==> src/hw/pos_pkg.sv <==
// Constants, register map and types of the PWM output stage
package pos_pkg;

	// Widths and counts
	localparam int POS_NUM_CH    = 6;
	localparam int POS_NUM_PAIRS = 3;
	localparam int POS_DT_W      = 9;

	// System clock rate; one dead-time step is one period of it
	localparam int POS_SYSTEM_CLOCK_FREQ = 40000000;
	localparam int POS_CLK_PERIOD_NS     = 1000000000 / POS_SYSTEM_CLOCK_FREQ;

	// Register offsets
	localparam logic [7:0] POS_ADDR_PWM_PIN_ROUTE_B    = 8'hc6;
	localparam logic [7:0] POS_ADDR_OUTPUT_POLARITY    = 8'hd6;
	localparam logic [7:0] POS_ADDR_BRAKE_CONTROL_DATA = 8'hd7;
	localparam logic [7:0] POS_ADDR_DEADTIME_ENABLE    = 8'hf9;
	localparam logic [7:0] POS_ADDR_DEADTIME_COUNT_LOW = 8'hfa;
	localparam logic [7:0] POS_ADDR_OUTPUT_MASK_ENABLE = 8'hfb;
	localparam logic [7:0] POS_ADDR_OUTPUT_MASK_VALUE  = 8'hfc;
	localparam logic [7:0] POS_ADDR_WRITE_UNLOCK       = 8'h80;
	localparam logic [7:0] POS_ADDR_IRQ_STATUS         = 8'h81;
	localparam logic [7:0] POS_ADDR_IRQ_MASK           = 8'h82;

	// Field positions
	localparam int POS_BIT_PIN_ROUTE_CH3      = 3;
	localparam int POS_BIT_PIN_ROUTE_CH2      = 2;
	localparam int POS_BIT_DEADTIME_COUNT_MSB = 4;
	localparam int POS_BIT_BRAKE_FLAG         = 7;
	localparam int POS_BIT_BRAKE_EDGE_SELECT  = 6;
	localparam int POS_BIT_IRQ_BRAKE          = 0;
	localparam int POS_BIT_IRQ_REFUSED        = 1;
	localparam int POS_BIT_UNLOCK_OPEN        = 0;

	// Reset values
	localparam logic [7:0] POS_RST_REG  = 8'h00;
	localparam logic [1:0] POS_RST_IRQ  = 2'h0;
	localparam logic [8:0] POS_RST_DT   = 9'h000;

	// Unlock sequence: two key writes open a short window for one write
	localparam logic [7:0] POS_UNLOCK_KEY_1  = 8'haa;
	localparam logic [7:0] POS_UNLOCK_KEY_2  = 8'h55;
	localparam logic [1:0] POS_UNLOCK_WINDOW = 2'h3;

	// Unlock sequencer states
	typedef enum logic [2:0] {
		POS_UNL_IDLE = 3'b001,
		POS_UNL_KEY  = 3'b010,
		POS_UNL_OPEN = 3'b100
	} pos_unlock_state_t;

endpackage

==> src/hw/pos_output_stage.sv <==
// PWM output stage: dead-time, masking, fault brake, polarity and pin routing
//
// Operation
// - Route bit 3 gives the channel-3 pin to PWM, else general I/O.
// - Route bit 2 gives the channel-2 pin to PWM, else general I/O.
// - Pair dead-time enables act only in complementary mode.
// - Enabled dead-time delays rising edges of both pair signals.
// - Nine-bit count, msb in enable bit 4; lasts count plus one clocks.
// - Count is used only in complementary mode with the pair enabled.
// - Mask enable replaces a channel with its mask value bit.
// - A masked channel is driven to its mask value unless braked, inverted where its polarity bit is set.
// - Brake flag sets on a selected brake pin edge while input enabled.
// - Brake values hold after flag clear until run is set again.
// - Edge select bit 6: zero falling, one rising.
// - During brake, channels take their brake value bits 5 to 0.
// - Polarity bit one inverts the channel onto its pin.
// - Dead-time registers accept writes only after the unlock sequence.
// - Brake forces channels 0 to 5 and clears the run bit.
//
// Register map
// Pin routing at 0xc6: bit 3 channel 3 pin, bit 2 channel 2 pin
// Output inversion at 0xd6, bits 5 to 0
// Brake control at 0xd7: flag bit 7, edge select bit 6, brake values bits 5 to 0
// Dead-time enables at 0xf9: pairs in bits 2 to 0, count msb in bit 4; protected
// Dead-time count low byte at 0xfa; protected
// Mask enables at 0xfb, bits 5 to 0
// Mask values at 0xfc, bits 5 to 0
// Unlock at 0x80: keys on write, window open in bit 0 on read
// Event status at 0x81: bit 0 brake, bit 1 refused write; write one to clear
// Event mask at 0x82, same layout as the status
//
// Notes
// Two clocks from generator input to pins when no dead-time is inserted.
// A new dead-time count takes effect at the next edge of each pair.
// The brake flag can only be written to zero; a brake edge in the same cycle wins.
`timescale 1ns/1ps
module pos_output_stage
	import pos_pkg::*;
(
	// Clock and reset
	input  wire logic                  clk_sys_i,
	input  wire logic                  reset_n_i,
	// Register port
	input  wire logic [7:0]            reg_addr_i,
	input  wire logic [7:0]            reg_wdata_i,
	input  wire logic                  reg_wr_i,
	input  wire logic                  reg_rd_i,
	output logic      [7:0]            reg_rdata_o,
	// Generator side
	input  wire logic [POS_NUM_CH-1:0] gen_signal_i,
	input  wire logic                  complementary_i,
	input  wire logic                  generator_run_i,
	input  wire logic                  brake_input_enable_i,
	output logic                       generator_run_clear_o,
	// Brake pin
	input  wire logic                  brake_pin_i,
	// Channel outputs
	output logic      [POS_NUM_CH-1:0] pwm_out_o,
	// Shared pins, general I/O side
	input  wire logic                  gpio_ch2_out_i,
	input  wire logic                  gpio_ch2_oe_i,
	input  wire logic                  gpio_ch3_out_i,
	input  wire logic                  gpio_ch3_oe_i,
	// Shared pins
	output logic                       pin_ch2_out_o,
	output logic                       pin_ch2_oe_o,
	output logic                       pin_ch3_out_o,
	output logic                       pin_ch3_oe_o,
	// Interrupt
	output logic                       irq_o
);

	typedef struct packed {
		// Software registers
		logic                    pin_route_ch3;
		logic                    pin_route_ch2;
		logic [POS_NUM_PAIRS-1:0] deadtime_en;
		logic                    deadtime_count_msb;
		logic [7:0]              deadtime_count_low;
		logic [POS_NUM_CH-1:0]   mask_enable;
		logic [POS_NUM_CH-1:0]   mask_value;
		logic                    brake_flag;
		logic                    brake_edge_select;
		logic [POS_NUM_CH-1:0]   brake_value;
		logic [POS_NUM_CH-1:0]   invert_output;
		// Event status and unlock sequencer
		logic [1:0]              irq_status;
		logic [1:0]              irq_mask;
		pos_unlock_state_t       unlock_state;
		logic [1:0]              unlock_timer;
		// Edge detectors and brake hold
		logic                    brake_pin_prev;
		logic                    run_prev;
		logic                    brake_hold;
		logic                    run_clear;
		// Registered outputs
		logic [7:0]              rdata;
		logic [POS_NUM_CH-1:0]   pwm_out;
		logic                    pin_ch2_out;
		logic                    pin_ch2_oe;
		logic                    pin_ch3_out;
		logic                    pin_ch3_oe;
	} pos_state_t;

	pos_state_t            s_q;
	pos_state_t            s_d;
	logic [POS_NUM_CH-1:0] dt_signal;
	logic [POS_DT_W-1:0]   deadtime_count;
	logic [POS_NUM_CH-1:0] masked;
	logic [POS_NUM_CH-1:0] braked;
	logic [POS_NUM_CH-1:0] polar;
	logic                  brake_edge;
	logic                  brake_trigger;
	logic                  run_set;
	logic                  prot_addr;
	logic                  prot_write;
	logic                  prot_refused;
	logic [1:0]            irq_event;
	logic [1:0]            irq_clear;

	// Full nine-bit dead-time count
	assign deadtime_count = {s_q.deadtime_count_msb, s_q.deadtime_count_low};

	// One dead-time inserter per complementary pair
	genvar p;
	generate
		for (p = 0; p < POS_NUM_PAIRS; p = p + 1) begin : g_pair
			pos_deadtime u_deadtime (
				.clk_sys_i (clk_sys_i),
				.reset_n_i (reset_n_i),
				.apply_i   (complementary_i & s_q.deadtime_en[p]),
				.count_i   (deadtime_count),
				.sig_i     (gen_signal_i[2*p+1:2*p]),
				.sig_o     (dt_signal[2*p+1:2*p])
			);
		end
	endgenerate

	// Channel chain after dead-time: mask, brake override, polarity
	// The brake sits after the mask so that a masked channel still brakes safely
	genvar c;
	generate
		for (c = 0; c < POS_NUM_CH; c = c + 1) begin : g_chan
			// Mask value replaces the channel while its mask enable is set
			assign masked[c] = s_q.mask_enable[c] ? s_q.mask_value[c]
				: dt_signal[c];
			// Brake value overrides while the hold stands
			assign braked[c] = s_q.brake_hold ? s_q.brake_value[c] : masked[c];
			// Inversion is the last stage before the pins
			assign polar[c]  = braked[c] ^ s_q.invert_output[c];
		end
	endgenerate

	// Brake pin edge detection and run-bit restart detection
	always_comb begin
		if (s_q.brake_edge_select) begin
			brake_edge = brake_pin_i & ~s_q.brake_pin_prev;
		end else begin
			brake_edge = ~brake_pin_i & s_q.brake_pin_prev;
		end
		brake_trigger = brake_input_enable_i & brake_edge;
		// A rise of the run bit is the only release of the brake hold
		run_set       = generator_run_i & ~s_q.run_prev;
	end

	// Protected write qualification
	always_comb begin
		prot_addr = (reg_addr_i == POS_ADDR_DEADTIME_ENABLE)
			| (reg_addr_i == POS_ADDR_DEADTIME_COUNT_LOW);
		prot_write   = reg_wr_i & prot_addr & (s_q.unlock_state == POS_UNL_OPEN);
		prot_refused = reg_wr_i & prot_addr & (s_q.unlock_state != POS_UNL_OPEN);
	end

	// Event sources, and the write-one-to-clear mask of the status
	always_comb begin
		irq_event                      = 2'h0;
		irq_event[POS_BIT_IRQ_BRAKE]   = brake_trigger;
		irq_event[POS_BIT_IRQ_REFUSED] = prot_refused;
		irq_clear = 2'h0;
		if (reg_wr_i && (reg_addr_i == POS_ADDR_IRQ_STATUS)) begin
			irq_clear = reg_wdata_i[1:0];
		end
	end

	// Next state: registers, unlock sequencer, brake, outputs
	always_comb begin
		s_d                = s_q;
		s_d.brake_pin_prev = brake_pin_i;
		s_d.run_prev       = generator_run_i;
		s_d.run_clear      = brake_trigger;

		// Register writes
		if (reg_wr_i) begin
			if (reg_addr_i == POS_ADDR_PWM_PIN_ROUTE_B) begin
				s_d.pin_route_ch3 = reg_wdata_i[POS_BIT_PIN_ROUTE_CH3];
				s_d.pin_route_ch2 = reg_wdata_i[POS_BIT_PIN_ROUTE_CH2];
			end else if (reg_addr_i == POS_ADDR_OUTPUT_POLARITY) begin
				s_d.invert_output = reg_wdata_i[POS_NUM_CH-1:0];
			end else if (reg_addr_i == POS_ADDR_BRAKE_CONTROL_DATA) begin
				s_d.brake_edge_select = reg_wdata_i[POS_BIT_BRAKE_EDGE_SELECT];
				s_d.brake_value       = reg_wdata_i[POS_NUM_CH-1:0];
				if (!reg_wdata_i[POS_BIT_BRAKE_FLAG]) begin
					s_d.brake_flag = 1'b0; // Software clear only
				end
			end else if (reg_addr_i == POS_ADDR_DEADTIME_ENABLE) begin
				// Protected: taken only while the unlock window is open
				if (prot_write) begin
					s_d.deadtime_en        = reg_wdata_i[POS_NUM_PAIRS-1:0];
					s_d.deadtime_count_msb = reg_wdata_i[POS_BIT_DEADTIME_COUNT_MSB];
				end
			end else if (reg_addr_i == POS_ADDR_DEADTIME_COUNT_LOW) begin
				if (prot_write) begin
					s_d.deadtime_count_low = reg_wdata_i;
				end
			end else if (reg_addr_i == POS_ADDR_OUTPUT_MASK_ENABLE) begin
				s_d.mask_enable = reg_wdata_i[POS_NUM_CH-1:0];
			end else if (reg_addr_i == POS_ADDR_OUTPUT_MASK_VALUE) begin
				s_d.mask_value = reg_wdata_i[POS_NUM_CH-1:0];
			end else if (reg_addr_i == POS_ADDR_IRQ_MASK) begin
				s_d.irq_mask = reg_wdata_i[1:0];
			end
		end

		// Hardware set of the brake flag wins over a software clear
		if (brake_trigger) begin
			s_d.brake_flag = 1'b1;
		end

		// Brake hold releases only when the run bit is set again
		if (brake_trigger) begin
			s_d.brake_hold = 1'b1;
		end else if (run_set) begin
			s_d.brake_hold = 1'b0;
		end

		// Sticky status, write one to clear, events win
		s_d.irq_status = (s_q.irq_status & ~irq_clear) | irq_event;

		// Unlock sequencer: key, key, then a short window for one protected write
		case (s_q.unlock_state)
			POS_UNL_IDLE: begin
				// First key starts the sequence
				if (reg_wr_i && (reg_addr_i == POS_ADDR_WRITE_UNLOCK)
					&& (reg_wdata_i == POS_UNLOCK_KEY_1)) begin
					s_d.unlock_state = POS_UNL_KEY;
				end
			end
			POS_UNL_KEY: begin
				// The very next write must be the second key
				if (reg_wr_i) begin
					if ((reg_addr_i == POS_ADDR_WRITE_UNLOCK)
						&& (reg_wdata_i == POS_UNLOCK_KEY_2)) begin
						s_d.unlock_state = POS_UNL_OPEN;
						s_d.unlock_timer = POS_UNLOCK_WINDOW;
					end else begin
						s_d.unlock_state = POS_UNL_IDLE;
					end
				end
			end
			POS_UNL_OPEN: begin
				// Window counts down; one protected write closes it
				if (prot_write || (s_q.unlock_timer == 2'h0)) begin
					s_d.unlock_state = POS_UNL_IDLE;
				end else begin
					s_d.unlock_timer = s_q.unlock_timer - 2'h1;
				end
			end
			default: begin
				s_d.unlock_state = POS_UNL_IDLE;
			end
		endcase

		// Read data, valid in the cycle after the strobe
		s_d.rdata = 8'h00;
		// Unused and unmapped bits stay zero
		if (reg_rd_i) begin
			if (reg_addr_i == POS_ADDR_PWM_PIN_ROUTE_B) begin
				s_d.rdata[POS_BIT_PIN_ROUTE_CH3] = s_q.pin_route_ch3;
				s_d.rdata[POS_BIT_PIN_ROUTE_CH2] = s_q.pin_route_ch2;
			end else if (reg_addr_i == POS_ADDR_OUTPUT_POLARITY) begin
				s_d.rdata[POS_NUM_CH-1:0] = s_q.invert_output;
			end else if (reg_addr_i == POS_ADDR_BRAKE_CONTROL_DATA) begin
				s_d.rdata[POS_BIT_BRAKE_FLAG]        = s_q.brake_flag;
				s_d.rdata[POS_BIT_BRAKE_EDGE_SELECT] = s_q.brake_edge_select;
				s_d.rdata[POS_NUM_CH-1:0]            = s_q.brake_value;
			end else if (reg_addr_i == POS_ADDR_DEADTIME_ENABLE) begin
				s_d.rdata[POS_NUM_PAIRS-1:0]          = s_q.deadtime_en;
				s_d.rdata[POS_BIT_DEADTIME_COUNT_MSB] = s_q.deadtime_count_msb;
			end else if (reg_addr_i == POS_ADDR_DEADTIME_COUNT_LOW) begin
				s_d.rdata = s_q.deadtime_count_low;
			end else if (reg_addr_i == POS_ADDR_OUTPUT_MASK_ENABLE) begin
				s_d.rdata[POS_NUM_CH-1:0] = s_q.mask_enable;
			end else if (reg_addr_i == POS_ADDR_OUTPUT_MASK_VALUE) begin
				s_d.rdata[POS_NUM_CH-1:0] = s_q.mask_value;
			end else if (reg_addr_i == POS_ADDR_WRITE_UNLOCK) begin
				s_d.rdata[POS_BIT_UNLOCK_OPEN] = (s_q.unlock_state == POS_UNL_OPEN);
			end else if (reg_addr_i == POS_ADDR_IRQ_STATUS) begin
				s_d.rdata[1:0] = s_q.irq_status;
			end else if (reg_addr_i == POS_ADDR_IRQ_MASK) begin
				s_d.rdata[1:0] = s_q.irq_mask;
			end
		end

		// Channel outputs and shared pin routing
		s_d.pwm_out = polar;
		// A routed pin is driven by its channel with the enable held high
		if (s_q.pin_route_ch3) begin
			s_d.pin_ch3_out = polar[3];
			s_d.pin_ch3_oe  = 1'b1;
		end else begin
			s_d.pin_ch3_out = gpio_ch3_out_i;
			s_d.pin_ch3_oe  = gpio_ch3_oe_i;
		end
		if (s_q.pin_route_ch2) begin
			s_d.pin_ch2_out = polar[2];
			s_d.pin_ch2_oe  = 1'b1;
		end else begin
			s_d.pin_ch2_out = gpio_ch2_out_i;
			s_d.pin_ch2_oe  = gpio_ch2_oe_i;
		end
	end

	// State register
	always_ff @(posedge clk_sys_i or negedge reset_n_i) begin
		if (!reset_n_i) begin
			s_q              <= '0;
			s_q.unlock_state <= POS_UNL_IDLE;
		end else begin
			s_q <= s_d;
		end
	end

	// Outputs
	assign reg_rdata_o           = s_q.rdata;
	assign generator_run_clear_o = s_q.run_clear;
	assign pwm_out_o             = s_q.pwm_out;
	assign pin_ch2_out_o         = s_q.pin_ch2_out;
	assign pin_ch2_oe_o          = s_q.pin_ch2_oe;
	assign pin_ch3_out_o         = s_q.pin_ch3_out;
	assign pin_ch3_oe_o          = s_q.pin_ch3_oe;
	assign irq_o                 = |(s_q.irq_status & s_q.irq_mask); // Level, status bits enabled in the mask

endmodule // pos_output_stage

==> src/hw/pos_deadtime.sv <==
// Dead-time insertion for one complementary channel pair
`timescale 1ns/1ps
module pos_deadtime
	import pos_pkg::*;
(
	// Clock and reset
	input  wire logic                clk_sys_i,
	input  wire logic                reset_n_i,
	// Control
	input  wire logic                apply_i,
	input  wire logic [POS_DT_W-1:0] count_i,
	// Pair signals
	input  wire logic [1:0]          sig_i,
	output logic      [1:0]          sig_o
);

	typedef struct packed {
		logic [1:0]          prev;
		logic                busy;
		logic [POS_DT_W-1:0] timer;
		logic [1:0]          out;
	} pos_dt_state_t;

	pos_dt_state_t s_q;
	pos_dt_state_t s_d;

	// Any edge on either signal restarts the count; high outputs wait for it to expire
	always_comb begin
		s_d      = s_q;
		s_d.prev = sig_i;
		if (sig_i != s_q.prev) begin
			s_d.busy  = 1'b1;
			s_d.timer = count_i;
		end else if (s_q.busy) begin
			if (s_q.timer == POS_RST_DT) begin
				s_d.busy = 1'b0;
			end else begin
				s_d.timer = s_q.timer - 9'h001; // Count plus one periods in all
			end
		end
		if (apply_i) begin
			s_d.out = sig_i & {2{~s_d.busy}};
		end else begin
			s_d.out = sig_i; // No delay
		end
	end

	// State register
	always_ff @(posedge clk_sys_i or negedge reset_n_i) begin
		if (!reset_n_i) begin
			s_q <= '0;
		end else begin
			s_q <= s_d;
		end
	end

	assign sig_o = s_q.out;

endmodule // pos_deadtime

==> config.mk <==
export PLATFORM = sky130hd
export DESIGN_NAME = pos_output_stage
export DESIGN_NICKNAME = d
export VERILOG_FILES = /design/src/hw/pos_pkg.sv /design/src/hw/pos_output_stage.sv /design/src/hw/pos_deadtime.sv
export SDC_FILE = /design/constraint.sdc
export NUM_CORES = 1
export LEC_CHECK = 0
export BUFFER_PORTS_ARGS = -buffer_cell sky130_fd_sc_hd__buf_2
export CAP_MARGIN = 15
export CORE_AREA = 5 5 104 106
export DETAILED_ROUTE_END_ITERATION = 6
export DIE_AREA = 0 0 109 111
export HOLD_SLACK_MARGIN = 0.02
export PLACE_DENSITY = 0.79
export REMOVE_ABC_BUFFERS = 1
export SYNTH_ARGS = -nofsm -noshare
export SYNTH_HDL_FRONTEND = slang
export SYNTH_SLANG_ARGS = --single-unit
export TNS_END_PERCENT = 30
==> constraint.sdc <==
create_clock -name clk_sys_i -period 2.45 [get_ports clk_sys_i]
set_clock_uncertainty 0.2 [all_clocks]
set_input_delay 0.49 -clock clk_sys_i [delete_from_list [all_inputs] [get_ports clk_sys_i]]
set_output_delay 0.49 -clock clk_sys_i [all_outputs]
set_load 0.05 [all_outputs]
==> results of run 1 <==
## worst paths after layout
check,cells past startpoint,to,slack (ps),from
max,7,g_pair[2].u_deadtime.sig_o[1]$_DFF_PN0_,210,g_pair[2].u_deadtime.s_q[2]$_DFFE_PN0P_
min,3,s_q[19]$_DFFE_PN0P_,50,brake_input_enable_i
max reg2reg,7,g_pair[2].u_deadtime.sig_o[1]$_DFF_PN0_,210,g_pair[2].u_deadtime.s_q[2]$_DFFE_PN0P_
min reg2reg,2,s_q[19]$_DFFE_PN0P_,280,s_q[20]$_DFF_PN0_
max in group asynchronous,3,pin_ch3_oe_o$_DFF_PN0_,1220,reset_n_i
min in group asynchronous,2,s_q[46]$_DFFE_PN0P_,260,reset_n_i
## worst max-delay path, delay by kind of cell (launching register included)
kind / cells / cell delay (ps)
flops: 1 / 390
simple gates: 4 / 960
fa+ha+maj: 1 / 190
compound gates: 1 / 340
buf+inv: 1 / 100
## per-stage QoR
step	total power, mW	area, um2	cells	setup WS (ps)
2_1_floorplan	2.72	5500	484	218
3_3_place_gp	2.96	6160	696	123
3_5_place_dp	2.99	6160	696	88.1
4_1_cts	5.38	6850	741	191
5_1_grt	5.58	6850	741	57.8
6_report	5.35	6850	741	207
## per-layer routing
layer  vias to the layer above  track usage (%)  routed length, um
met4                         0             10.7                376
met2                       103             42.2               7350
met5                         -                0                  0
met3                        32             8.21                678
li1                       2002                -                  -
met1                      2190             31.1               5900
## cells by family after synthesis
group / synth area share (%)
DFF: 50.0
AOI/OAI and AO/OA: 12.4
and+or+nand+nor: 17.7
muxes: 10.6
adders and majority gates: 0.885
xor gates and xnor gates: 4.49
buffers and inverters: 3.91
## cell usage after synthesis, types with 7 or more instances
cell type	count	share of area, %
o21ai_0	16	1.4
nand3_1	7	0.62
a21oi_1	27	2.4
clkbuf_1	9	0.60
dfrtp_1	112	50
mux2i_1	7	1.2
xor2_1	15	2.3
buf_4	14	1.9
mux2_1	36	7.2
nand2_1	35	2.3
xnor2_1	14	2.2
nor2_1	39	2.6
mux2_2	11	2.2
nand2b_1	9	1.0
inv_1	17	1.1
## power by group through the flow
stage	combinational (mW)	clock (mW)	sequential (mW)
after floorplan	0.546	0	2.17
after global placement	0.822	0	2.14
after detailed placement	0.848	0	2.15
after CTS	0.882	2.38	2.12
after global routing	0.971	2.47	2.14
final	0.880	2.34	2.12
## sequential cells by signal (all words and copies together), names as in the netlist, 6 cells and up
signal and flops:
s_q 43, g_pair.u_deadtime.s_q 36, deadtime_count 9, reg_rdata_o 8, g_pair.u_deadtime.sig_o 6, pwm_out_o 6
## area by class of cell
cell class / count / area, um2 / area share [%]
inverter: 18 / 67.6 / 0.986
tap: 133 / 166 / 2.43
clock buffer: 27 / 492 / 7.17
timing repair buffer: 92 / 618 / 9.02
clock inverter: 5 / 75.1 / 1.10
sequential: 113 / 2830 / 41.3
multi-input combinational: 353 / 2610 / 38.0
==> flow_summary_export.csv, run 1 <==
group,metric,value,unit
outcome,outcome,"finished clean",
setup_path,arrival,2500,ps
floorplan,chipWidth,109,um
finish,drive_gt1_share,24.7,%
clocking,cts_htree_levels,4,
placed_design,place.gp.congestion,0.946,
finish,layout.nets,633,
grt,grt_overflow_total,0,
finish,postLayoutCoreUtil,70.8,%
floorplan,die_area,0.0121,mm2
sta,tightest_slew,547,ps
power,power_density,780,mW/mm2
clocking,cts.sinks,113,
sta,tns,0,ps
clocking,cts_buffers,17,
synthesis,synth_edf_count,0,
finish,diodes,0,
synthesis,syn_avg_cell_area,11.1,um2
sta,hold-worst-slack,48.9,ps
finish,fill_cells,699,
sta,drv_slew,0,
routing,wire_per_inst,19.3,um
grt,antenna_found_initial,0,
routing,viasPerCell,5.84,
hold_path,min_path_type,"in2reg",
power,pwr-share-comb,16.5,%
power,pwr-share-clk,43.8,%
setup_path,critPathRequiredTime,2700,ps
power,p_sw_share,26.6,%
synthesis,ys_seq_area_share,50.0,%
clocking,clock_path_buffers,2,
power,power.internal,3.92,mW
grt,grt_pass1_vias,4572,
routing,wl,14300,um
synthesis,ys_ff_latch,113,
clocking,clk_pin_slew_worst_paths,60,ps
synthesis,synth-main-ff-cell,"dfrtp_1",
routing,dr.pass1.iters,4,
finish,syn2layout_area_growth,21.2,%
sta,rsz0062_at_grt,"no",
sta,slew_headroom,63.0,%
sta,finalCritPeriodShare,91.6,%
sta,fmax,0.446,GHz
power,pwr-share-seq,39.7,%
synthesis,synth_area,0.00566,mm2
clocking,cts_root_buffer,"clkbuf_8",
setup_path,worst_path_largest_cell_delay,470,ps
synthesis,synthArstFlopShare,100,%
sta,setup_violations,0,
placed_design,hpwl,10100,um
clocking,post_cts_buffers,0,
routing,drt_iter0_drc,290,
power,p_leak,3.22,nW
setup_path,worstPathMaxFanout,9,
finish,layout_commonest_cell,"dfrtp_1",
sta,period_minus_slack,2240,ps
power,p_switching,1.42,mW
routing,drc,0,
setup_path,endpoint_kind,"register",
grt,grt_first_pass_wirelength,23700,um
floorplan,initial_utilization,58.4,%
routing,antenna_left,0,
setup_path,cp_cell_sequence,"inv_1 > ha_1 > or4b_1 > o21ai_2 > nand2_1 > and3_1 > nor2b_1",
setup_path,critPathLaunchType,"register",
clocking,postCtsHoldBufs,13,
synthesis,synth_cell_types,76,
grt,grt_usage,25.8,%
clocking,clock_latency,530,ps
power,ir_drop,683,uV
setup_path,crit_type,"reg2reg",
clocking,cts_resized,0,
flow_run,drv_cap,0,
synthesis,yosysWarningCount,0,
floorplan,rows,36,
floorplan,die_h,111,um
clocking,cts_tree,"built",
sta,hold_viol_final,0,
grt,grt_max_degree,42,
routing,via_count,4327,
synthesis,syn_inst,510,
finish,layout_common_cells,"dfrtp_1, buf_2, nor2_1, mux2_1, nand2_1",
setup_path,cp_slowest_cell,"or4b_1",
floorplan,io_pins,54,
floorplan,fp.coreArea,0.00968,mm2
placed_design,port_buffers,53,
(Power assumes the default switching activity.)
==> run 2, diff against run 1 <==
ABC_AREA = 1   (was not set)
CORE_AREA = 5 5 105 107   (was 5 5 104 106)
DIE_AREA = 0 0 110 112   (was 0 0 109 111)
PLACE_DENSITY = 0.78   (was 0.79)
==> flow_summary_export.csv, run 2 <==
group,metric,value,unit
outcome,outcome,"finished clean",
clocking,cts.sinks,113,
grt,grt_pass1_vias,5080,
grt,grt_first_pass_wirelength,24600,um
setup_path,worst_path_largest_cell_delay,540,ps
sta,slew_headroom,58.9,%
finish,syn2layout_area_growth,20.9,%
clocking,post_cts_buffers,0,
routing,dr.pass1.iters,5,
synthesis,ys_seq_area_share,49.7,%
grt,antenna_found_initial,0,
synthesis,synth_top_area_share,49.3,%
floorplan,die_area,0.0123,mm2
synthesis,synthSimpleGateAreaFrac,24.8,%
setup_path,worstPathMaxFanout,11,
clocking,clock_latency,520,ps
synthesis,yosys-top-cells-count,"nand2_1, dfrtp_1, inv_1, o21ai_0",
power,pwr-share-clk,50.8,%
finish,largest_register_ffs,43,
grt,use_met2,41.1,%
routing,viasPerCell,5.55,
grt,grt_overflow_total,0,
grt,top_usage_layer,"met2",
clocking,cts_tree,"built",
floorplan,io_pins,54,
synthesis,synth_compound_area_share,11.6,%
setup_path,crit_type,"in2reg",
power,pwr-share-seq,38.5,%
synthesis,yosysWarningCount,0,
sta,drv_slew,0,
grt,grt_max_degree,44,
clocking,clk_pin_slew_worst_paths,60,ps
routing,wire_per_inst,16.1,um
setup_path,endpoint_kind,"register",
power,power.internal,4.04,mW
placed_design,place.gp.congestion,0.939,
sta,tns,0,ps
synthesis,synth_xor_area_share,4.00,%
synthesis,synthAdderAreaFrac,0.880,%
finish,top_register,"s_q",
synthesis,synthArstFlopShare,100,%
placed_design,port_buffers,53,
routing,drt_iter0_drc,467,
sta,rsz0062_at_grt,"no",
sta,fmax,0.470,GHz
routing,antenna_left,0,
synthesis,syn_inst,687,
setup_path,cp_slowest_cell,"dlygate4sd3_1",
sta,tightest_slew,615,ps
clocking,clock_path_buffers,2,
routing,wl,14600,um
synthesis,synth-main-ff-cell,"dfrtp_1",
grt,grt_use_met1,33.9,%
hold_path,min_path_type,"in2reg",
flow_run,drv_cap,0,
finish,diodes,0,
routing,via_count,5042,
finish,fill_cells,763,
sta,period_minus_slack,2130,ps
clocking,cts_buffers,17,
floorplan,rows,37,
setup_path,critPathRequiredTime,2650,ps
synthesis,synth_area_leaders,"dfrtp_1, nand2_1, o21ai_0",
finish,stdcell_count,909,
power,pwr-share-comb,10.7,%
sta,worst_slack,321,ps
synthesis,synth_top_family_by_area,"simple AND/OR/NAND/NOR gates",
synthesis,muxShareOfSynthArea,0,%
power,ir_drop,493,uV
synthesis,ys_ff_latch,113,
power,p_leak,3.37,nW
setup_path,cp_cell_sequence,"dlygate4sd3_1 > buf_2 > xnor2_1 > nand2_1 > inv_1 > nand2_1 > o21ai_0 > o21ai_0",
setup_path,arrival,2320,ps
routing,drc,0,
finish,layout_commonest_cell,"nand2_1",
synthesis,syn_avg_cell_area,8.28,um2
floorplan,fp.coreArea,0.0100,mm2
synthesis,synth_area,0.00569,mm2
power,p_sw_share,25.2,%
synthesis,synth.most_common_cell,"nand2_1",
grt,gr-usage-met3,7.19,%
synthesis,synth_cell_types,40,
sta,hold_viol_final,0,
floorplan,initial_utilization,56.6,%
synthesis,synth_top_cell_by_area,"dfrtp_1",
floorplan,die_h,112,um
placed_design,hpwl,10300,um
clocking,cts_root_buffer,"clkbuf_8",
sta,finalCritPeriodShare,86.9,%
finish,layout_common_cells,"nand2_1, dfrtp_1, inv_1, o21ai_0",
grt,grt_usage,25.8,%
clocking,cts_htree_levels,4,
placed_design,dp_cells,858,
finish,layout.nets,798,
setup_path,critPathLaunchType,"input pin",
floorplan,chipWidth,110,um
placed_design,dp_slack,200,ps
finish,drive_gt1_share,14.9,%
synthesis,synth_edf_count,0,
power,p_switching,1.36,mW
sta,setup_violations,0,
power,power_density,785,mW/mm2
==> run 2: changes by cell type after synthesis, moves of 10 or more <==
cell,before,now
mux2_2,11,0
o21ai_0,16,71
o221ai_1,2,12
nand2_1,35,167
nand3_1,7,57
a21oi_1,27,10
mux2_1,36,0
nor2_1,39,57
inv_1,17,87
==> run 2: cell families (layout without fill, tap and decap cells) <==
family,after synthesis,count (layout)
buffers and inverters,114,200
flip-flops,113,113
AO/OA/AOI/OAI,112,112
AND/OR/NAND/NOR,318,318
XOR/XNOR,26,26
adder cells (fa/ha/maj),4,4
==> run 2: through the flow <==
stage	instance area (um2)	hold WS (ps)	utilization [%]	total power [mW]
final	6870	47.4	68.4	5.40
after CTS	6870	23.6	68.4	5.41
after detailed placement	6030	275	60.0	2.65
after floorplan	5510	-5.59	-	2.44
after global placement	6030	257	60.0	2.62
after global routing	6870	49.1	68.4	5.60
==> run 2: final cells by class <==
| class | instances | area (um2) | area share [%] |
|---|---|---|---|
| Clock inverter | 14 | 236 | 3.44 |
| Sequential cell | 113 | 2830 | 41.2 |
| Tap cell | 136 | 170 | 2.48 |
| Clock buffer | 18 | 418 | 6.08 |
| Timing Repair Buffer | 79 | 536 | 7.79 |
| Multi-Input combinational cell | 460 | 2340 | 34.1 |
| Inverter | 89 | 339 | 4.93 |
==> run 2: worst paths after layout <==
path / from / end / slack (ps) / cells after the start
setup / recovery: gen_signal_i[3] / g_pair[1].u_deadtime.s_q[2]$_DFFE_PN0P_ / 320 / 8
hold / removal: reg_wdata_i[3] / deadtime_count[3]$_DFFE_PN0P_ / 50 / 3
setup reg to reg: g_pair[0].u_deadtime.s_q[2]$_DFFE_PN0P_ / g_pair[0].u_deadtime.s_q[2]$_DFFE_PN0P_ / 360 / 11
hold reg to reg: s_q[22]$_DFFE_PN0P_ / s_q[22]$_DFFE_PN0P_ / 280 / 2
max in group asynchronous: reset_n_i / pin_ch2_out_o$_DFF_PN0_ / 1130 / 3
min in group asynchronous: reset_n_i / g_pair[2].u_deadtime.s_q[8]$_DFFE_PN0P_ / 320 / 2
==> run 2: power groups by stage <==
stage | clock network (mW) | logic (mW) | registers [mW]
2_1_floorplan | 0 | 0.289 | 2.15
3_3_place_gp | 0 | 0.524 | 2.10
4_1_cts | 2.75 | 0.578 | 2.07
6_report | 2.74 | 0.579 | 2.08
3_5_place_dp | 0 | 0.549 | 2.10
5_1_grt | 2.86 | 0.649 | 2.09
==> run 2: metal layers <==
metal | vias up | wire [um]
met5 | - | 0
met2 | 213 | 7170
met4 | 0 | 352
met1 | 2417 | 6060
li1 | 2371 | -
met3 | 41 | 1040
==> run 2: what timing repair did <==
item,CTS,global route
hold buffers,19,0
gates resized for setup,0,0
endpoints found under the hold margin,62,0
==> run 2: critical path, delay by kind of cell <==
family | cells | cell delay [ps]
compound gates | 2 | 310
xor+xnor | 1 | 130
buf+inv | 3 | 940
simple gates | 2 | 450
